<file path="src/uhi_defs.svh">
// register offsets, field positions, reset values and timing counts for one serial channel
`ifndef UHI_DEFS_SVH
`define UHI_DEFS_SVH
// ----------------------------------------
// register offsets
// ----------------------------------------
`define UHI_OFS_HOLD 3'h0
`define UHI_OFS_MASK 3'h1
`define UHI_OFS_SRC_FCTL 3'h2
`define UHI_OFS_LCTL 3'h3
`define UHI_OFS_LSTAT 3'h5
`define UHI_OFS_MSTAT 3'h6
// ----------------------------------------
// field positions and reset values
// ----------------------------------------
`define UHI_LCR_DLE 7
`define UHI_FCR_EN 0
`define UHI_FCR_RXRST 1
`define UHI_FCR_TXRST 2
`define UHI_FCR_DMA 3
`define UHI_MASK_RST 4'h0
`define UHI_LCR_RST 8'h00
// ----------------------------------------
// interrupt source codes
// ----------------------------------------
`define UHI_SRC_NONE 4'h1
`define UHI_SRC_LINE 4'h6
`define UHI_SRC_RX_READY_IRQ 4'h4
`define UHI_SRC_TXEMPTY 4'h2
`define UHI_SRC_MODEM 4'h0
// ----------------------------------------
// timing and trigger levels
// ----------------------------------------
`define UHI_OVERSAMPLE 16
`define UHI_MID_TICK 4'h7
`define UHI_LAST_TICK 4'hF
`define UHI_TRIG0 8'h01
`define UHI_TRIG1 8'h04
`define UHI_TRIG2 8'h08
`define UHI_TRIG3 8'h0E
`endif

</file>
<file path="src/uhi_pkg.sv">
// types shared by the serial channel
package uhi_pkg;
  // host access carried as one bundle
  typedef struct packed {
    logic cs_n;
    logic rd;
    logic wr;
    logic [2:0] addr;
    logic [7:0] wdata;
  } uhi_bus_req_t;
  // one queued receive character with its error marks
  typedef struct packed {
    logic brk;
    logic frm;
    logic [7:0] data;
  } uhi_rx_entry_t;
  // serial engine phases, shared by both directions
  typedef enum logic [3:0] {
    SER_IDLE = 4'h1,
    SER_START = 4'h2,
    SER_DATA = 4'h4,
    SER_STOP = 4'h8
  } uhi_ser_state_t;
endpackage : uhi_pkg

</file>
<file path="src/uhi_channel.sv">
// one serial channel: holding registers, fifos, start validation and interrupt masking
`timescale 1ns/10ps
`include "uhi_defs.svh"
module uhi_channel
  import uhi_pkg::*;
#(
  parameter int TICK_DIV = 54, // core clocks per 16x tick
  parameter int DEPTH = 16 // fifo depth, power of two
) (
  input wire logic core_clk,
  input wire logic nrst,
  input wire uhi_bus_req_t bus_req,
  output logic [7:0] bus_rdata,
  input wire logic sin,
  output logic sout,
  input wire logic [3:0] modem_in,
  output logic chan_irq_out
);
  localparam int PW = $clog2(DEPTH);
  localparam int CW = PW + 1;
  localparam int TW = $clog2(TICK_DIV + 1);

  // ----------------------------------------
  // functions
  // ----------------------------------------
  // receive trigger level selected by the two fifo control bits
  function automatic logic [CW-1:0] trig_level(input logic [1:0] sel);
    logic [7:0] lv;
    unique case (sel)
      2'h0: lv = `UHI_TRIG0;
      2'h1: lv = `UHI_TRIG1;
      2'h2: lv = `UHI_TRIG2;
      2'h3: lv = `UHI_TRIG3;
    endcase
    return lv[CW-1:0];
  endfunction : trig_level

  // pointer step with wrap
  function automatic logic [PW-1:0] ptr_inc(input logic [PW-1:0] p);
    return p + {{(PW-1){1'b0}}, 1'b1};
  endfunction : ptr_inc

  // ----------------------------------------
  // state
  // ----------------------------------------
  logic [3:0] mask; // interrupt_mask_control low nibble
  logic [7:0] lctl; // line_control, only the latch bit steers logic here
  logic fifo_en; // fifo mode
  logic [1:0] trig_sel; // receive trigger choice
  logic ovr, frm, brk; // sticky line errors
  logic [3:0] mdelta; // modem change bits
  logic [3:0] mprev; // last modem inputs
  logic thre_pend; // transmit empty interrupt pending
  logic sin_prev; // for falling edge detect
  logic [TW-1:0] tick_cnt; // 16x divider
  uhi_rx_entry_t rx_mem [DEPTH];
  logic [PW-1:0] rx_wp, rx_rp;
  logic [CW-1:0] rx_cnt;
  logic [7:0] tx_mem [DEPTH];
  logic [PW-1:0] tx_wp, tx_rp;
  logic [CW-1:0] tx_cnt;
  uhi_ser_state_t rx_st, tx_st;
  logic [3:0] rx_sub, tx_sub; // tick position within a bit
  logic [2:0] rx_bit, tx_bit; // bit index
  logic [7:0] rx_sh; // rx_shift_stage
  logic [7:0] tx_sh; // tx_shift_stage

  // ----------------------------------------
  // host access decode
  // ----------------------------------------
  wire sel = !bus_req.cs_n;
  wire gen = sel && !lctl[`UHI_LCR_DLE]; // general set only with latch bit clear
  wire rd = bus_req.rd;
  wire wr = bus_req.wr;
  wire [2:0] a = bus_req.addr;
  wire wr_hold = gen && wr && a == `UHI_OFS_HOLD;
  wire rd_hold = gen && rd && a == `UHI_OFS_HOLD;
  wire wr_mask = gen && wr && a == `UHI_OFS_MASK;
  wire wr_fctl = gen && wr && a == `UHI_OFS_SRC_FCTL;
  wire rd_src = gen && rd && a == `UHI_OFS_SRC_FCTL;
  wire wr_lctl = sel && wr && a == `UHI_OFS_LCTL;
  wire rd_lstat = sel && rd && a == `UHI_OFS_LSTAT;
  wire rd_mstat = sel && rd && a == `UHI_OFS_MSTAT;

  // ----------------------------------------
  // fifo bookkeeping
  // ----------------------------------------
  // single mode behaves as a one-deep holding register
  wire [CW-1:0] cap = fifo_en ? CW'(DEPTH) : CW'(1);
  wire rx_full = rx_cnt == cap;
  wire tx_full = tx_cnt == cap;
  wire tx_push = wr_hold && !tx_full;
  wire tx_pop = tx_st == SER_IDLE && tx_cnt != '0;
  wire rx_pop = rd_hold && rx_cnt != '0;
  wire tick = tick_cnt == TW'(TICK_DIV - 1);
  wire rx_done = rx_st == SER_STOP && tick && rx_sub == `UHI_LAST_TICK;
  wire rx_push = rx_done && !rx_full;
  wire rx_ovr = rx_done && rx_full;
  wire new_frm = !sin;
  wire new_brk = !sin && rx_sh == 8'h00;
  wire fifo_rst = wr_fctl && bus_req.wdata[`UHI_FCR_EN] != fifo_en;
  wire rx_clr = fifo_rst || (wr_fctl && bus_req.wdata[`UHI_FCR_RXRST]);
  wire tx_clr = fifo_rst || (wr_fctl && bus_req.wdata[`UHI_FCR_TXRST]);
  wire tx_going_empty = tx_pop && tx_cnt == CW'(1) && !tx_push;

  // any error mark among the characters still queued
  logic q_err;
  always_comb begin
    logic [PW-1:0] off;
    q_err = 1'b0;
    off = '0;
    for (int i = 0; i < DEPTH; i++) begin
      off = PW'(i) - rx_rp;
      if (CW'(off) < rx_cnt && (rx_mem[i].brk || rx_mem[i].frm)) begin
        q_err = 1'b1;
      end
    end
  end

  // ----------------------------------------
  // status words
  // ----------------------------------------
  wire tx_idle = tx_st == SER_IDLE;
  wire [7:0] lstat = {
    fifo_en && q_err,
    tx_cnt == '0 && tx_idle,
    tx_cnt == '0,
    brk, frm, 1'b0, ovr,
    rx_cnt != '0
  };
  wire [CW-1:0] trig = trig_level(trig_sel);
  wire rx_lvl = fifo_en ? rx_cnt >= trig : rx_cnt != '0;
  wire irq_line = mask[2] && (|lstat[4:1]);
  wire irq_rx = mask[0] && rx_lvl;
  wire irq_tx = mask[1] && thre_pend;
  wire irq_mdm = mask[3] && (|mdelta);
  // fixed priority: line errors, receive, transmit, modem
  wire [3:0] src_code = irq_line ? `UHI_SRC_LINE :
                        irq_rx ? `UHI_SRC_RX_READY_IRQ :
                        irq_tx ? `UHI_SRC_TXEMPTY :
                        irq_mdm ? `UHI_SRC_MODEM : `UHI_SRC_NONE;
  wire [7:0] src_word = {{2{fifo_en}}, 2'b00, src_code};
  // upper nibble of the mask register always reads zero
  wire [7:0] mask_word = {4'h0, mask};
  wire [7:0] mstat = {modem_in, mdelta};
  wire [7:0] next_rdata = rd_hold ? rx_mem[rx_rp].data :
                          (gen && a == `UHI_OFS_MASK) ? mask_word :
                          rd_src ? src_word :
                          (sel && a == `UHI_OFS_LCTL) ? lctl :
                          rd_lstat ? lstat :
                          rd_mstat ? mstat : 8'h00;
  wire next_irq = irq_line || irq_rx || irq_tx || irq_mdm;

  // ----------------------------------------
  // host registers
  // ----------------------------------------
  // control registers written by the host
  always_ff @(posedge core_clk or negedge nrst) begin
    if (!nrst) begin
      mask <= `UHI_MASK_RST;
      lctl <= `UHI_LCR_RST;
      fifo_en <= 1'b0;
      trig_sel <= 2'h0;
    end else begin
      if (wr_mask) begin
        mask <= bus_req.wdata[3:0];
      end
      if (wr_lctl) begin
        lctl <= bus_req.wdata;
      end
      if (wr_fctl) begin
        fifo_en <= bus_req.wdata[`UHI_FCR_EN];
        trig_sel <= bus_req.wdata[7:6];
      end
    end
  end

  // read data and interrupt pin come from flops
  always_ff @(posedge core_clk or negedge nrst) begin
    if (!nrst) begin
      bus_rdata <= 8'h00;
      chan_irq_out <= 1'b0;
    end else begin
      if (sel && rd) begin
        bus_rdata <= next_rdata;
      end
      chan_irq_out <= next_irq;
    end
  end

  // sticky line errors, cleared by a status read; a new error wins
  always_ff @(posedge core_clk or negedge nrst) begin
    if (!nrst) begin
      ovr <= 1'b0;
      frm <= 1'b0;
      brk <= 1'b0;
    end else begin
      ovr <= rx_ovr || (ovr && !rd_lstat);
      frm <= (rx_push && new_frm) || (frm && !rd_lstat);
      brk <= (rx_push && new_brk) || (brk && !rd_lstat);
    end
  end

  // modem change bits, cleared by a modem status read; a change wins
  always_ff @(posedge core_clk or negedge nrst) begin
    if (!nrst) begin
      mprev <= 4'h0;
      mdelta <= 4'h0;
    end else begin
      mprev <= modem_in;
      mdelta <= (modem_in ^ mprev) | (mdelta & {4{!rd_mstat}});
    end
  end

  // transmit empty pending: set on draining or on enabling while empty,
  // cleared by a source read that reports it or by new data; set wins
  wire thre_set = tx_going_empty || (wr_mask && bus_req.wdata[1] && !mask[1] && tx_cnt == '0);
  wire thre_clr = wr_hold || (rd_src && src_code == `UHI_SRC_TXEMPTY);
  always_ff @(posedge core_clk or negedge nrst) begin
    if (!nrst) begin
      thre_pend <= 1'b0;
    end else begin
      thre_pend <= thre_set || (thre_pend && !thre_clr);
    end
  end

  // ----------------------------------------
  // fifos
  // ----------------------------------------
  // transmit queue; a write to a full holding stage is dropped
  always_ff @(posedge core_clk or negedge nrst) begin
    if (!nrst) begin
      tx_wp <= '0;
      tx_rp <= '0;
      tx_cnt <= '0;
    end else if (tx_clr) begin
      tx_wp <= '0;
      tx_rp <= '0;
      tx_cnt <= '0;
    end else begin
      if (tx_push) begin
        tx_wp <= ptr_inc(tx_wp);
      end
      if (tx_pop) begin
        tx_rp <= ptr_inc(tx_rp);
      end
      tx_cnt <= tx_cnt + CW'(tx_push) - CW'(tx_pop);
    end
  end

  // storage has no reset; a holding read with the receive queue empty still returns the slot at rx_rp
  always_ff @(posedge core_clk) begin
    if (tx_push) begin
      tx_mem[tx_wp] <= bus_req.wdata;
    end
    if (rx_push) begin
      rx_mem[rx_wp] <= '{brk: new_brk, frm: new_frm, data: rx_sh};
    end
  end

  // receive queue; a character arriving when full is lost as overrun
  always_ff @(posedge core_clk or negedge nrst) begin
    if (!nrst) begin
      rx_wp <= '0;
      rx_rp <= '0;
      rx_cnt <= '0;
    end else if (rx_clr) begin
      rx_wp <= '0;
      rx_rp <= '0;
      rx_cnt <= '0;
    end else begin
      if (rx_push) begin
        rx_wp <= ptr_inc(rx_wp);
      end
      if (rx_pop) begin
        rx_rp <= ptr_inc(rx_rp);
      end
      rx_cnt <= rx_cnt + CW'(rx_push) - CW'(rx_pop);
    end
  end

  // ----------------------------------------
  // 16x tick
  // ----------------------------------------
  always_ff @(posedge core_clk or negedge nrst) begin
    if (!nrst) begin
      tick_cnt <= '0;
    end else begin
      tick_cnt <= tick ? '0 : tick_cnt + TW'(1);
    end
  end

  // ----------------------------------------
  // receiver
  // ----------------------------------------
  // 8 data bits, one stop bit; start is revalidated at mid bit
  always_ff @(posedge core_clk or negedge nrst) begin
    if (!nrst) begin
      sin_prev <= 1'b1;
      rx_st <= SER_IDLE;
      rx_sub <= 4'h0;
      rx_bit <= 3'h0;
      rx_sh <= 8'h00;
    end else begin
      sin_prev <= sin;
      unique case (rx_st)
        SER_IDLE: begin
          if (sin_prev && !sin) begin
            rx_st <= SER_START;
            rx_sub <= 4'h0;
          end
        end
        SER_START: begin
          if (tick && rx_sub == `UHI_MID_TICK) begin
            rx_sub <= 4'h0;
            rx_bit <= 3'h0;
            rx_st <= sin ? SER_IDLE : SER_DATA;
          end else if (tick) begin
            rx_sub <= rx_sub + 4'h1;
          end
        end
        SER_DATA: begin
          if (tick) begin
            rx_sub <= rx_sub + 4'h1;
            if (rx_sub == `UHI_LAST_TICK) begin
              rx_sh <= {sin, rx_sh[7:1]};
              rx_bit <= rx_bit + 3'h1;
              if (rx_bit == 3'h7) begin
                rx_st <= SER_STOP;
              end
            end
          end
        end
        SER_STOP: begin
          if (tick) begin
            rx_sub <= rx_sub + 4'h1;
          end
          if (rx_done) begin
            rx_st <= SER_IDLE;
          end
        end
        default: rx_st <= SER_IDLE;
      endcase
    end
  end

  // ----------------------------------------
  // transmitter
  // ----------------------------------------
  // loads the shift stage as soon as it is idle, then bits run on the tick
  always_ff @(posedge core_clk or negedge nrst) begin
    if (!nrst) begin
      tx_st <= SER_IDLE;
      tx_sub <= 4'h0;
      tx_bit <= 3'h0;
      tx_sh <= 8'h00;
      sout <= 1'b1;
    end else begin
      unique case (tx_st)
        SER_IDLE: begin
          sout <= 1'b1;
          if (tx_pop) begin
            tx_sh <= tx_mem[tx_rp];
            tx_st <= SER_START;
            tx_sub <= 4'h0;
            tx_bit <= 3'h0;
            sout <= 1'b0;
          end
        end
        SER_START, SER_DATA, SER_STOP: begin
          if (tick) begin
            tx_sub <= tx_sub + 4'h1;
            if (tx_sub == `UHI_LAST_TICK) begin
              if (tx_st == SER_STOP) begin
                tx_st <= SER_IDLE;
              end else if (tx_st == SER_START || tx_bit != 3'h7) begin
                sout <= tx_sh[0];
                tx_sh <= {1'b0, tx_sh[7:1]};
                tx_bit <= (tx_st == SER_START) ? 3'h0 : tx_bit + 3'h1;
                tx_st <= SER_DATA;
              end else begin
                sout <= 1'b1;
                tx_st <= SER_STOP;
              end
            end
          end
        end
        default: tx_st <= SER_IDLE;
      endcase
    end
  end
endmodule : uhi_channel

</file>
<file path="config.mk">
export PLATFORM = sky130hd
export DESIGN_NAME = uhi_channel
export DESIGN_NICKNAME = d
export VERILOG_FILES = /design/src/uhi_pkg.sv /design/src/uhi_channel.sv
export VERILOG_INCLUDE_DIRS = /design/src
export SDC_FILE = /design/constraint.sdc
export NUM_CORES = 1
export LEC_CHECK = 0
export BUFFER_PORTS_ARGS = -buffer_cell sky130_fd_sc_hd__buf_2
export CAP_MARGIN = 20
export CORE_MARGIN = 10
export CORE_UTILIZATION = 55
export DETAILED_ROUTE_END_ITERATION = 10
export GPL_TIMING_DRIVEN = 0
export PLACE_DENSITY = 0.85
export SYNTH_ARGS = -nofsm -noshare
export SYNTH_HDL_FRONTEND = slang
export SYNTH_SLANG_ARGS = --single-unit
</file>
<file path="constraint.sdc">
create_clock -name core_clk -period 3.1 [get_ports core_clk]
set_input_delay 0.775 -clock core_clk [delete_from_list [all_inputs] [get_ports core_clk]]
set_output_delay 0.775 -clock core_clk [all_outputs]
set_load 0.02 [all_outputs]
</file>
### Word-level counts from Yosys, hierarchy flattened

Memory sizes are Yosys's and may differ from the RTL's.
Index checks and enable logic that the tools add are counted.

* add/sub/neg operators: 29
* magnitude comparators: 17
* eq/ne operators: 38
* multiplexer cells: 88
* bitwise gates (word level): 3
* reduce and logical (&&, ||, !) cells: 125

Operators with widths (number)
* 2-to-1 mux 4 bit: 24
* 2-to-1 mux 8 bit: 11
* less-than comparator 4 x 5 -> 1 bit: 16
* logical AND 1 bit: 62
* 2-to-1 mux 3 bit: 12
* subtractor 4 bit, first input constant: 8
* logical OR 1 bit: 28
* 2-to-1 mux 1 bit: 27
* adder 4 x 1 -> 4 bit, second input constant: 6
* != test 2 bit, second input constant: 11
* one-hot mux 5 bit (4 select lines): 1
* equality test 4 bit, second input constant: 4
* one-hot mux 4 bit (2 select lines): 2
* one-hot mux 4 bit (4 select lines): 1
* one-hot mux 8 bit (2 select lines): 1
* subtractor 3 x 4 -> 4 bit, first input constant: 4
* 2-to-1 mux 5 bit: 3
* equality test 4 x 3 -> 1 bit, second input constant: 3
* one-hot mux 3 bit (2 select lines): 2
* one-hot mux 4 bit (3 select lines): 1
* AND reduction 6 bit: 2
* nonzero test 2 bit: 6
* adder 5 x 1 -> 5 bit: 2
* equality test 5 bit: 2
* other kinds (36): 61

* bits in registers: 108
* memory bits (writable): 288
* word-level logic and storage cells: 331
* memories kept: 2

Memories
* rx_mem: depth 16, width 10, read ports 17, clocked after memory_dff 0, wr ports 1, line uhi_channel.sv:56 `uhi_rx_entry_t rx_mem [DEPTH];`
* tx_mem: depth 16, width 8, read ports 1, clocked after memory_dff 0, wr ports 1, line uhi_channel.sv:59 `logic [7:0] tx_mem [DEPTH];`

### Depth between registers and ports, before layout

* depth after elaboration: 25
* mapped depth: 15
* mapped depth without buffers: 14

### Worst setup path after synthesis

OpenSTA, ideal clock, no wires.

* path kind: input port to flip-flop
* start point: input bus_req[9] (netlist bit)
* end point: register tx_cnt[4]
* setup time: 0.077 ns
* arrival time: 3.317 ns
* required time: 3.023 ns
* path slack: -0.295 ns
* cell stages on the path: 13
* path through: clkbuf_1 nor4_4 nand3b_1 nor2_2 inv_1 ha_1 inv_1 ha_1 fa_1 a21oi_1 nor2_1 or3_1 a21oi_1

* word-level cells in the longest chain between the ends: 6
* elaborated cells on any way between the ends: 11
* those cells by class: add/sub (2); eq/ne (1); mux (1); reduce/logical (7)

RTL lines
* from (decl): line uhi_channel.sv:12 `input wire uhi_bus_req_t bus_req,`
* logical NOT 3 bit (no line)
* logical AND 1 bit (no line)
* logical AND 1 bit: line uhi_channel.sv:92 `wire tx_push = wr_hold && !tx_full;`
* adder 5 x 1 -> 5 bit: line uhi_channel.sv:247 `tx_cnt <= tx_cnt + CW'(tx_push) - CW'(tx_pop);`
* subtractor 5 x 1 -> 5 bit: line uhi_channel.sv:247
* 2-to-1 mux 5 bit *: line uhi_channel.sv:236 `end else if (tx_clr) begin`
* to (signal assigned): line uhi_channel.sv:247
* to (decl): line uhi_channel.sv:61 `logic [CW-1:0] tx_cnt;`

Mark *: on every way between the ends. The rest lies on a longest branch, timed or not.
A chain may end at the register's enable or synchronous reset.

### Final worst setup path

* start point: register rx_rp[2]
* end point: register bus_rdata[7]

* word-level cells in the longest chain between the ends: 25
* elaborated cells on any way between the ends: 71
* those cells by class: add/sub (16); order compare (16); mux (21); reduce/logical (17); memory (1)

RTL lines
* from (decl): line uhi_channel.sv:57 `logic [PW-1:0] rx_wp, rx_rp;`
* from (signal assigned): line uhi_channel.sv:276 `rx_rp <= ptr_inc(rx_rp);`
* subtractor 1 x 4 -> 4 bit: line uhi_channel.sv:113 `off = PW'(i) - rx_rp;`
* less-than comparator 4 x 5 -> 1 bit: line uhi_channel.sv:114 `if (CW'(off) < rx_cnt && (rx_mem[i].brk || rx_mem[i].frm)) begin`
* logical AND 1 bit: line uhi_channel.sv:114
* 2-to-1 mux 1 bit (16 in series): line uhi_channel.sv:114
* logical AND 1 bit: line uhi_channel.sv:125 `fifo_en && q_err,`
* 2-to-1 mux 8 bit: line uhi_channel.sv:150 `rd_lstat ? lstat :`
* 2-to-1 mux 8 bit: line uhi_channel.sv:149 `` (sel && a == `UHI_OFS_LCTL) ? lctl : ``
* 2-to-1 mux 8 bit: line uhi_channel.sv:148 `rd_src ? src_word :`
* 2-to-1 mux 8 bit: line uhi_channel.sv:147 `` (gen && a == `UHI_OFS_MASK) ? mask_word : ``
* 2-to-1 mux 8 bit *: line uhi_channel.sv:146 `wire [7:0] next_rdata = rd_hold ? rx_mem[rx_rp].data :`
* to (signal assigned): line uhi_channel.sv:185 `bus_rdata <= next_rdata;`
* to (decl): line uhi_channel.sv:13 `output logic [7:0] bus_rdata,`

Marked as above.

==> summary.md <==
| Metric | Value |
|---|---|
| Critical path required time | `3490 ps` |
| DRT Pass-1 Iters | `6` |
| Seq/Total Area, Yosys | `64.3%` |
| Die extent in y | `199 um` |
| Root buffer cell | `clkbuf_16` |
| Final ANT Viol Nets | `0` |
| Final Net Count | `1366` |
| WHS | `96.0 ps` |
| First-pass GRT wire length | `63900 um` |
| Combinational power share | `32.9%` |
| Non-filler cells, final | `1708` |
| Synth Area per Inst | `15.3 sq um` |
| Switching share of power | `32.4%` |
| P_sw | `5.21 mW` |
| CTS clock-pin slew for the worst setup and hold paths | `60 ps` |
| RSZ-0062 raised after global routing | `yes` |
| Clock sinks | `396` |
| Status | `finished clean` |
| Core area | `31600 sq um` |
| Most common cell after layout, fill and taps aside | `edfxtp_1` |
| Initial Utilization | `55.8%` |
| Vias in the first global route | `10900` |
| Hold-fix buffers, CTS | `0` |
| Final worst slack | `78.5 ps` |
| CTS tree | `built` |
| Most frequent cells in the layout | `edfxtp_1, dfrtp_1, nor2_1` |
| Reg power frac | `39.4%` |
| Total wire length | `42000 um` |
| Max Root-Sink Buffers | `3` |
| Latest clock arrival within the worst-skew pair | `540 ps` |
| Crit start category | `flip-flop` |
| Pleak | `7.19 nW` |
| HPWL after DPL | `27400 um` |
| Placed Cells incl. Taps | `1612` |
| Die area | `39700 sq um` |
| Crit end category | `flip-flop` |
| #FFs+latches synth | `396` |
| Ys async rst share | `27.3%` |
| Tmin final | `3020 ps` |
| DR DRC count | `0` |
| Max-Cap Viols | `0` |
| TritonCTS Buffers | `40` |
| Synthesized Nets | `1250` |
| Row count | `65` |
| Ports | `31` |
| Routed via count | `10700` |
| Layout cells sized above 1 | `24.0%` |
| Initial antenna violation count | `3` |
| Main synth FF type | `edfxtp_1` |
| Actual slew at the worst max-slew pin | `1220 ps` |
| Max Slew Vio Count | `0` |
| CP arrival | `3410 ps` |
| Max transition margin | `18.5%` |
| Mapped Area | `17700 sq um` |
| Die extent in x | `199 um` |
| Final Power | `16.1 mW` |
| Crit Path Max Fanout | `13` |
| PD cells | `795 nW/um^2` |
| Vias per cell | `6.27` |
| Distinct cells, synth | `73` |
| Final cycle utilization of the critical path | `97.5%` |
| Worst VDD drop | `0.570 mV` |
| Total negative slack | `0 ps` |
| Input/output buffers | `29` |
| Syn-to-layout area delta | `14.4%` |
| Final Wtd Congestion | `0.892` |
| Avg WL per Cell | `24.6 um` |
| Aggregate global-route resource usage | `21.3%` |
| H-tree depth | `2` |
| Pin count of the biggest net entering global routing | `89` |
| Number of warnings issued by yosys | `0` |
| Internal power | `10.9 mW` |
| Synth Instances | `1158` |
| Final setup vio count | `0` |
| Iter 0 DRT Violations | `1036` |
| Min-Delay Path Class | `in -> async` |
| Pre-CTS setup slack | `-884 ps` |
| Max Fclk | `0.331 GHz` |
| Final hold violation count | `0` |
| EDFF count, synth | `288` |
| GRT Residual Overflow | `0` |
| Clock share of power | `27.6%` |
| Setup CP Type | `reg -> reg` |
| Clock Skew | `30.2 ps` |
==> state kept, by name, summed over array words and instances (netlist names), 5 cells and up <==
name	count
tx_mem	128
tx_sh	8
tx_cnt	5
rx_cnt	5
lctl	8
tick_cnt	6
rx_sh	8
rx_mem	160
bus_rdata	8
==> cell families after synthesis <==
kind of cell	after synthesis	share of synthesized area (%)
adders and majority gates	71	5.11
AOI/OAI and AO/OA	142	5.49
DFF	396	64.3
muxes	115	12.2
xor gates and xnor gates	45	2.23
buffers and inverters	102	2.60
and+or+nand+nor	287	8.11
==> metrics by stage <==
step | utilization, % | instance area [sq um]
after global routing | 63.9 | 20200
after CTS | 63.1 | 20000
final | 63.9 | 20200
after global placement | 58.0 | 18300
after detailed placement | 58.8 | 18600
after floorplan | - | 17700
==> cell usage after synthesis, types with 22 or more instances <==
cell type	instances	area, sq um
xnor2_1	24	210
o21ai_0	34	170
clkbuf_1	23	86.3
nor2_1	91	342
edfxtp_1	288	8650
mux4_2	75	1690
mux2_2	22	248
nand2_1	75	282
a21oi_1	26	130
dfrtp_1	104	2600
ha_1	69	863
inv_1	51	191
==> path summary, 6_finish.rpt <==
kind	startpoint	depth (start not counted)	to	slack, ps
setup / recovery	rx_rp[2]	12	bus_rdata[7]	80
hold / removal	nrst	1	rx_sh[2]	100
setup reg to reg	rx_rp[2]	12	bus_rdata[7]	80
hold reg to reg	tx_sh[5]	2	tx_sh[5]	490
max in group asynchronous	nrst	2	rx_rp[1]	2240
min in group core_clk	modem_in[1]	1	mprev[1]	400
==> timing repair <==
| item | 4_1_cts | 5_1_grt |
|---|---|---|
| pin swaps | 3 | 15 |
| setup buffers | 8 | 18 |
| resized for setup | 30 | 32 |
| endpoints found under the setup margin | 26 | 13 |
==> power by group through the flow <==
stage / registers [mW] / logic [mW] / clock network (mW)
global placement: 6.37 / 4.70 / 0
CTS: 6.30 / 5.14 / 4.47
finish: 6.33 / 5.29 / 4.44
detailed placement: 6.38 / 4.96 / 0
floorplan: 6.32 / 3.70 / 0
global route: 6.37 / 5.85 / 4.69
==> critical path: stages, from the launching register on <==
cell and delay [ps]:
dfrtp_2 390, buf_8 150, clkinvlp_4 160, buf_12 190, ha_1 300, inv_1 50, ha_1 280, nor2b_2 130
a221o_1 200, a31oi_1 90, or4_1 530, o31ai_2 270, nand3_1 150
==> metal layers <==
layer  wire length (um)  track usage, %  vias up
met3               3110            4.10      109
li1                   -               -     4649
met2              21300            35.7      496
met5                  0               0        -
met1              16000            26.9     5452
met4               1550            8.36        0
==> cell type report <==
type	count	area [sq um]
antenna	1	2.50
clock inverter	18	113
sequential	396	11400
inverter	52	213
clock buffer	55	1070
tap	402	503
timing repair buffer	79	576
multi-input combinational	660	6070
fill	2105	11400
buffer	45	302
(Power assumes the default switching activity.)
